File: src/pkg/ltim_regs.svh
// register offsets, field positions and reset values of the line-trap interrupt mask logic
`ifndef LTIM_REGS_SVH
`define LTIM_REGS_SVH

`define LTIM_ADDR_W          8
`define LTIM_OFS_RAW_STATUS  8'h00
`define LTIM_OFS_MASK_STATUS 8'h04
`define LTIM_OFS_ENABLE_SET  8'h08
`define LTIM_OFS_ENABLE_CLR  8'h0c
`define LTIM_TRAP_BIT        2
`define LTIM_RST_ENABLE      1'h0
`define LTIM_RST_STATUS      1'h0
`define LTIM_RST_RDATA       32'h0000_0000

`endif

File: src/pkg/ltim_pkg.sv
// types shared by the line-trap interrupt mask logic
package ltim_pkg;

   typedef enum logic [1:0] {
      LTIM_MODE_LINEAR = 2'h0,
      LTIM_MODE_WRAP   = 2'h1,
      LTIM_MODE_FIXED  = 2'h2,
      LTIM_MODE_OTHER  = 2'h3
   } ltim_mode_type;

   typedef enum logic [3:0] {
      LTIM_REG_RAW  = 4'h1,
      LTIM_REG_MASK = 4'h2,
      LTIM_REG_SET  = 4'h4,
      LTIM_REG_CLR  = 4'h8
   } ltim_reg_type;

endpackage

File: src/logic/ltim_sticky_flag.sv
// sticky status flag: hardware set wins over software clear
`timescale 1ns/1ps
`include "ltim_regs.svh"
module ltim_sticky_flag (
   input  wire logic clock,
   input  wire logic rstn,
   input  wire logic setPulse,
   input  wire logic clrPulse,
   output logic      flag
);

   logic flag_r;
   logic flag_nxt;

   always_comb begin
      flag_nxt = flag_r;
      if (clrPulse) begin
         flag_nxt = 1'b0;
      end
      if (setPulse) begin
         flag_nxt = 1'b1;
      end
   end

   always_ff @(posedge clock) begin
      if (!rstn) begin
         flag_r <= `LTIM_RST_STATUS;
      end else begin
         flag_r <= flag_nxt;
      end
   end

   assign flag = flag_r;

endmodule // ltim_sticky_flag

File: src/logic/ltim_line_trap_irq.sv
// line-trap interrupt enable set/clear, raw and masked status, register port
//
// Functional notes
// - set-register bit2 write one enables interrupt
// - simultaneous set and clear leaves interrupt disabled
// - clear-register bit2 write one disables interrupt
// - both registers read bit2 as enable
// - unsupported addressing mode sets raw status
// - masked status set only while enabled
// - writing one to either status clears both
//
// The register addresses and strobed register access were left to the implementer.
`timescale 1ns/1ps
`include "ltim_regs.svh"
module ltim_line_trap_irq (
   input  wire logic                      clock,
   input  wire logic                      rstn,
   input  wire logic [`LTIM_ADDR_W-1:0]   regAddr,
   input  wire logic [31:0]               regWrData,
   input  wire logic                      regWrStrobe,
   input  wire logic                      regRdStrobe,
   output logic      [31:0]               regRdData,
   input  wire logic                      accessValid,
   input  wire ltim_pkg::ltim_mode_type   accessMode,
   output logic                           trapIrq
);

   //----------------------------------------
   // address decode
   //----------------------------------------
   function automatic logic [3:0] decodeReg(input logic [`LTIM_ADDR_W-1:0] a);
      logic [3:0] sel;
      sel = 4'h0;
      case (a)
         `LTIM_OFS_RAW_STATUS:  sel = ltim_pkg::LTIM_REG_RAW;
         `LTIM_OFS_MASK_STATUS: sel = ltim_pkg::LTIM_REG_MASK;
         `LTIM_OFS_ENABLE_SET:  sel = ltim_pkg::LTIM_REG_SET;
         `LTIM_OFS_ENABLE_CLR:  sel = ltim_pkg::LTIM_REG_CLR;
         default:               sel = 4'h0;
      endcase
      return sel;
   endfunction

   logic [3:0] wrSel;
   logic [3:0] rdSel;
   logic       wrBit;

   assign wrSel = regWrStrobe ? decodeReg(regAddr) : 4'h0;
   assign rdSel = regRdStrobe ? decodeReg(regAddr) : 4'h0;
   // only the trap bit acts; reserved bits are dropped here
   assign wrBit = regWrData[`LTIM_TRAP_BIT];

   //----------------------------------------
   // write-one strobes, one per register
   //----------------------------------------
   logic [3:0] wrOneSel;

   // a write moves state only where the trap bit is one
   generate
      for (genvar i = 0; i < 4; i++) begin : g_wr_one
         assign wrOneSel[i] = wrSel[i] & wrBit;
      end
   endgenerate

   //----------------------------------------
   // addressing mode check
   //----------------------------------------
   // only linear increment and line wrap are legal
   function automatic logic isTrapMode(input ltim_pkg::ltim_mode_type m);
      logic trapMode;
      trapMode = 1'b1;
      case (m)
         ltim_pkg::LTIM_MODE_LINEAR: trapMode = 1'b0;
         ltim_pkg::LTIM_MODE_WRAP:   trapMode = 1'b0;
         default:                    trapMode = 1'b1;
      endcase
      return trapMode;
   endfunction

   //----------------------------------------
   // register read view
   //----------------------------------------
   // reserved bits always read zero
   function automatic logic [31:0] readView(
      input logic [3:0] sel,
      input logic       raw,
      input logic       masked,
      input logic       en
   );
      logic [31:0] word;
      word = `LTIM_RST_RDATA;
      case (sel)
         ltim_pkg::LTIM_REG_RAW:  word[`LTIM_TRAP_BIT] = raw;
         ltim_pkg::LTIM_REG_MASK: word[`LTIM_TRAP_BIT] = masked;
         ltim_pkg::LTIM_REG_SET:  word[`LTIM_TRAP_BIT] = en;
         ltim_pkg::LTIM_REG_CLR:  word[`LTIM_TRAP_BIT] = en;
         default:                 word = `LTIM_RST_RDATA;
      endcase
      return word;
   endfunction

   //----------------------------------------
   // interrupt enable
   //----------------------------------------
   logic       enable_r;
   logic       enable_nxt;
   logic       setReq;
   logic       clrReq;
   logic [1:0] enableReq;

   assign setReq    = wrOneSel[2];
   assign clrReq    = wrOneSel[3];
   assign enableReq = {setReq, clrReq};

   always_comb begin
      enable_nxt = enable_r;
      case (enableReq)
         2'b10: begin
            enable_nxt = 1'b1;
         end
         2'b01: begin
            enable_nxt = 1'b0;
         end
         // both at once: ends disabled, neither bit set
         2'b11: begin
            enable_nxt = 1'b0;
         end
         default: begin
            enable_nxt = enable_r;
         end
      endcase
   end

   always_ff @(posedge clock) begin
      if (!rstn) begin
         enable_r <= `LTIM_RST_ENABLE;
      end else begin
         enable_r <= enable_nxt;
      end
   end

   //----------------------------------------
   // trap detection
   //----------------------------------------
   logic trapEvent;
   logic maskedSet;
   logic statusClr;

   assign trapEvent = accessValid & isTrapMode(accessMode);
   // masking uses the registered enable, one cycle behind the write
   assign maskedSet = trapEvent & enable_r;
   assign statusClr = wrOneSel[0] | wrOneSel[1];

   //----------------------------------------
   // status flags
   //----------------------------------------
   logic rawStatus;
   logic maskedStatus;

   // a trap beside a clearing write leaves the flag set
   ltim_sticky_flag u_raw_flag (
      .clock    (clock),
      .rstn     (rstn),
      .setPulse (trapEvent),
      .clrPulse (statusClr),
      .flag     (rawStatus)
   );

   ltim_sticky_flag u_masked_flag (
      .clock    (clock),
      .rstn     (rstn),
      .setPulse (maskedSet),
      .clrPulse (statusClr),
      .flag     (maskedStatus)
   );

   //----------------------------------------
   // read data
   //----------------------------------------
   logic [31:0] rdData_r;
   logic [31:0] rdData_nxt;

   // no strobe selects nothing, so the port idles at zero
   always_comb begin
      rdData_nxt = readView(rdSel, rawStatus, maskedStatus, enable_r);
   end

   always_ff @(posedge clock) begin
      if (!rstn) begin
         rdData_r <= `LTIM_RST_RDATA;
      end else begin
         rdData_r <= rdData_nxt;
      end
   end

   //----------------------------------------
   // interrupt output
   //----------------------------------------
   logic irq_r;
   logic irq_nxt;
   logic maskedNext;

   // mirrors the masked flag's next value so the pin needs no extra cycle
   assign maskedNext = maskedSet | (maskedStatus & ~statusClr);

   // level output, held until software clears the status
   always_comb begin
      irq_nxt = maskedNext;
   end

   always_ff @(posedge clock) begin
      if (!rstn) begin
         irq_r <= `LTIM_RST_STATUS;
      end else begin
         irq_r <= irq_nxt;
      end
   end

   assign regRdData = rdData_r;
   assign trapIrq   = irq_r;

endmodule // ltim_line_trap_irq

File: config.mk
export PLATFORM = sky130hd
export DESIGN_NAME = ltim_line_trap_irq
export DESIGN_NICKNAME = d
export VERILOG_FILES = /design/src/pkg/ltim_pkg.sv /design/src/logic/ltim_sticky_flag.sv /design/src/logic/ltim_line_trap_irq.sv
export VERILOG_INCLUDE_DIRS = /design/src /design/src/pkg
export SDC_FILE = /design/constraint.sdc
export NUM_CORES = 1
export LEC_CHECK = 0
export BUFFER_PORTS_ARGS = -buffer_cell sky130_fd_sc_hd__buf_2
export CELL_PAD_IN_SITES_DETAIL_PLACEMENT = 1
export CELL_PAD_IN_SITES_GLOBAL_PLACEMENT = 1
export CORE_UTILIZATION = 15
export CTS_BUF_LIST = sky130_fd_sc_hd__clkbuf_4 sky130_fd_sc_hd__clkbuf_8 sky130_fd_sc_hd__clkbuf_16
export DETAILED_ROUTE_END_ITERATION = 6
export PLACE_DENSITY = 0.76
export SLEW_MARGIN = 20
export SYNTH_ARGS = -nofsm -noshare
export SYNTH_HDL_FRONTEND = slang
export SYNTH_SLANG_ARGS = --single-unit
File: constraint.sdc
create_clock -name clock -period 1 [get_ports clock]
set_input_delay 0.15 -clock clock [delete_from_list [all_inputs] [get_ports clock]]
set_output_delay 0.15 -clock clock [all_outputs]
set_load 0.01 [all_outputs]
## Yosys cells after proc, flatten, opt, wreduce, memory -nomap -nowiden

Index checks and enable logic that the tools add are counted.

| storage, ports and cells | value |
|---|---|
| bits in registers | 36 |
| input bits | 47 |
| output and inout port bits | 33 |
| word-level logic and storage cells | 44 |

| cells by class | value |
|---|---|
| equal/unequal tests | 11 |
| mux-type cells | 9 |
| bitwise gates (word level) | 10 |
| reductions and logical operators | 8 |

Operator list:

| operator | count |
|---|---|
| equality test 8 x 4 -> 1 bit (second input constant) | 2 |
| case mux 4 bit (4 select lines) | 1 |
| equality test 8 x 3 -> 1 bit (second input constant) | 1 |
| zero test 8 bit | 1 |
| 2-to-1 mux 4 bit | 2 |
| bitwise AND 1 bit | 7 |
| nonzero test 2 bit | 3 |
| OR reduction 2 bit | 3 |
| equality test 2 x 1 -> 1 bit (second input constant) | 2 |
| equality test 2 bit (second input constant) | 2 |
| equality test 4 x 1 -> 1 bit (second input constant) | 1 |
| equality test 4 x 2 -> 1 bit (second input constant) | 1 |
| equality test 4 x 3 -> 1 bit (second input constant) | 1 |
| equality test 4 bit (second input constant) | 1 |
| 2-to-1 mux 1 bit | 4 |
| case mux 1 bit (3 select lines) | 1 |
| zero test 2 bit | 1 |
| bitwise OR 1 bit | 2 |
| case mux 1 bit (2 select lines) | 1 |
| inverter 1 bit | 1 |

## Depth between registers and ports, before layout

| logic depth | value |
|---|---|
| word-level depth | 8 |
| gate-level depth with buffers | 3 |
| depth with buffers taken out | 3 |

## Modules after synthesis

From an unflattened synthesis, not the netlist that was laid out.

| second synthesis, totals | value |
|---|---|
| cells, all modules | 59 |
| area total of the unflattened synthesis | 505.5 um^2 |

Modules (own cells, without submodules):

| module | times used | cells each | area an instance (um^2) | sequential area each (um^2) |
|---|---|---|---|---|
| ltim_line_trap_irq | 1 | 53 | 422.9 | 60.1 |
| ltim_sticky_flag | 2 | 3 | 41.3 | 20.0 |

## Least setup slack after synthesis

OpenSTA, ideal clock, no wires.

| timing path | value |
|---|---|
| kind | input port to flip-flop |
| start | input regAddr[5] |
| end | register enable_r |
| setup time | 0.115 ns |
| data arrival time | 0.773 ns |
| required time | 0.885 ns |
| slack | 0.111 ns |
| stages on the path | 3 |
| path buffers | 0 |
| cells stage by stage | nor4_4 nand4_1 and3_1 |

| between the ends | value |
|---|---|
| cells in the longest elaborated chain, start to end | 7 |
| elaborated cells on any way between the ends | 14 |
| those cells by class | eq/ne: 6; mux: 3; bitwise: 2; reduce/logical: 3 |

Ends and longest elaborated chain:

| item | line | text |
|---|---|---|
| start, declared | ltim_line_trap_irq.sv:18 | `` input wire logic [`LTIM_ADDR_W-1:0] regAddr, `` |
| equality test 8 x 4 -> 1 bit (tied with other cells) | ltim_line_trap_irq.sv:34 | `case (a)` |
| case mux 4 bit (4 select lines) (*) | ltim_line_trap_irq.sv:34 |  |
| 2-to-1 mux 4 bit (*) | ltim_line_trap_irq.sv:48 | `assign wrSel = regWrStrobe ? decodeReg(regAddr) : 4'h0;` |
| bitwise AND 1 bit | ltim_line_trap_irq.sv:61 | `assign wrOneSel[i] = wrSel[i] & wrBit;` |
| equality test 2 bit / equality test 2 x 1 -> 1 bit (equally long branches) | ltim_line_trap_irq.sv:117 | `case (enableReq)` |
| OR reduction 2 bit (no source line) | n/a |  |
| case mux 1 bit (2 select lines) / nonzero test 2 bit (equally long branches) | n/a |  |
| end signal, assigned | ltim_line_trap_irq.sv:136 | `` enable_r <= `LTIM_RST_ENABLE; `` |
| end signal, assigned | ltim_line_trap_irq.sv:138 | `enable_r <= enable_nxt;` |
| end, declared | ltim_line_trap_irq.sv:105 | `logic enable_r;` |

Every way passes the cells marked *; elsewhere a longest branch is shown, timed or not.
A chain may end at the register's enable or synchronous reset.

## Worst setup path in the final report

| timing path | value |
|---|---|
| start | register enable_r |
| end | register irq_r (netlist: trapIrq) |

| between the ends | value |
|---|---|
| cells in the longest elaborated chain, start to end | 2 |

Ends and longest elaborated chain:

| item | line | text |
|---|---|---|
| bitwise AND 1 bit | ltim_line_trap_irq.sv:151 | `assign maskedSet = trapEvent & enable_r;` |
| bitwise OR 1 bit | ltim_line_trap_irq.sv:204 | `assign maskedNext = maskedSet \| (maskedStatus & ~statusClr);` |
| end signal, assigned | ltim_line_trap_irq.sv:213 | `` irq_r <= `LTIM_RST_STATUS; `` |
| end signal, assigned | ltim_line_trap_irq.sv:215 | `irq_r <= irq_nxt;` |
| end, declared | ltim_line_trap_irq.sv:199 | `logic irq_r;` |

No other way between the ends.

==> results.md <==
* Run status: complete, no violations
* Synth Warn # at 0
* Post-CTS Repair Setup Buffers at 0
* Ranking of synthesized cells by area: buf_4 49%, dfxtp_1 21%, nor4_4 4.5%
* Slew Viols, Final at 0
* First-pass GRT wire length at 1220 um
* Avg WL per Cell at 6.98 um
* Top-area cell type share of the netlist area at 48.8%
* FF/Latch Area at 100 um^2
* DP Wirelength at 776 um
* Vias in the first global route at 302
* Async set-reset flop share out of synthesis at 0%
* PD cells at 1080 nW/um^2
* Synth cell count leaders: 31 x buf_4, 5 x dfxtp_1, 3 x a31oi_1, 3 x nand2_1
* Syn avg cell area at 8.36 um^2
* Final Skew at 3.87 ps
* Crit path depth at 3
* Max incr delay on CP at 310 ps
* Leak at 0.000294 uW
* Die Width at 58.4 um
* H-tree lvl count at 1
* Max frequency at 1170 MHz
* Slowest cell on crit path: dfxtp_1
* Clk sinks at 5
* R2r setup slk at 140 ps
* Worst hold slack at 169 ps
* CTS tree: yes
* Top-count cell post-synth: buf_4
* Clock buffer depth at 2
* Period minus WS final at 857 ps
* Post-synth EDFFs at 0
* Largest net degree at the start of global routing at 7
* DRT Pass-1 Iters at 2
* Tcrit/Tclk final at 85.7%
* Non-filler cells in the finished layout at 122
* # fillers at 384
* Leading area contributor after synthesis: buf_4
* Post-layout util at 17.7%
* CP Cell Sequence: and3_1, o21ai_0, a31oi_1
* Max cap viols at 0
* Final ANT Viol Nets at 0
* RSZ-0062 raised after global routing: no
* Insertion delay to the later sink of the worst-skew pair at 240 ps
* Antenna violations before repair at 0
* DR vias at 367
* Total Routing Usage GR at 4.94%
* Initial core utilization at 15.7%
* Hold Path Stages at 3
* Io pins at 80
* Worst setup SP type: flip-flop
* Synth Instances at 57
* Area Growth Syn to Fin at 12.6%
* Clock Tree Root: clkbuf_4
* Final setup viols at 0
* Worst EP required at 1120 ps
* Synth Flop Type: dfxtp_1
* CP arrival at 980 ps
* Synthesized cell area at 477 um^2
* Placed cell count at 118
* Multi-input gate area at 256 um^2
* Crit-path max FO at 3
* Worst Path Buf+Inv at 0
* Total power at 578 uW
* Netlist cell types at 17
* Final hold vios at 0
* Final Wtd Congestion at 0.637
* # DRC at 0
* Port Buffers at 16
* CTS Hold Bufs at 0
* Seq/Total Area, Yosys at 21.0%
* Crit. End Element: flip-flop
* Num CTS Buffers at 3
* Final WL at 852 um
* 1st-iter DRT viols at 6
* Die Area at 3410 um^2
* Core box area at 3030 um^2
* Cell Rows at 20
* Layout cells sized above 1 at 32.1%
* PostCTS Resize Cnt at 0
* WS Path Type: flip-flop to flip-flop
* Grt ovf at 0
* Die extent in y at 58.4 um
* Final nets at 126
* Cell family with most CP delay: flip-flops
* Worst Reg-to-Reg Cells at 3
* Vias/cell at 3.01
* Yosys reg bits at 5
* Ant diodes at 0
* Worst IR Drop VDD at 0.000352 V
* Reg clk slew, reported paths at 40 ps
* Worst hold path type: primary input to flip-flop
-- final cells by class --
type,count,share of cell area (%)
Multi-Input combinational cell,51,47.8
Sequential cell,5,18.6
Timing Repair Buffer,18,17.7
Tap cell,44,10.3
Clock buffer,4,5.59
-- per-layer routing --
layer	routed length [um]	track usage (%)	part of all wire (%)
met5	0	0	0
met4	16	2.04	1.9
met3	93	2.64	11
met2	459	9.52	54
met1	283	4.16	33
-- metrics by stage --
stage	setup slack, ps	instance area, um^2	setup TNS, ps
2_1_floorplan	111	589	0
3_3_place_gp	-40.1	507	-40.1
3_5_place_dp	-68.8	507	-145
4_1_cts	130	537	0
5_1_grt	78.5	537	0
6_report	143	537	0
-- worst min-delay path, delay by kind of cell --
family	cells	cell delay (ps)
compound gates	1	40
simple gates	1	50
buf+inv	1	120
-- kinds of logic (layout without fill, tap and decap cells) --
kind of cell | count (synthesis) | in the layout | synth area share, %
buffers and inverters | 31 | 22 | 48.8
other | 1 | 31 | 0.787
DFF | 5 | 5 | 21.0
and+or+nand+nor | 11 | 11 | 16.8
AOI/OAI and AO/OA | 8 | 8 | 10.5
muxes | 1 | 1 | 2.10
-- report_power, final --
part | leakage [uW] | internal [uW] | total, uW | switching, uW
registers | 0.0000405 | 203 | 205 | 1.74
clock network | 0.0000184 | 178 | 257 | 79.7
logic | 0.000235 | 33.2 | 116 | 82.3
-- flip-flops by register name, summed over array words and instances (netlist names) --
register / count
enable_r: 1
u_masked_flag.flag: 1
regRdData: 1
u_raw_flag.flag: 1
trapIrq: 1
-- worst paths after layout --
path                                              startpoint                            to
worst min register to register  u_raw_flag.flag$_SDFFE_PN0P_  u_raw_flag.flag$_SDFFE_PN0P_
worst max register to register         enable_r$_SDFFE_PN0P_            trapIrq$_SDFF_PN0_
worst max-delay path                   enable_r$_SDFFE_PN0P_            trapIrq$_SDFF_PN0_
worst min-delay path                                    rstn  u_raw_flag.flag$_SDFFE_PN0P_
-- layout by cell type (no fill, tap or decap), drive strengths merged --
cell type	instances
a21o	1
a21oi	1
a31o	1
a31oi	3
and3	3
and4bb	1
buf	18
clkbuf	4
conb	31
dfxtp	5
mux2i	1
nand2	3
nand4	1
nor2	1
nor3	1
nor4	1
o21ai	2
(Power assumes the default switching activity.)
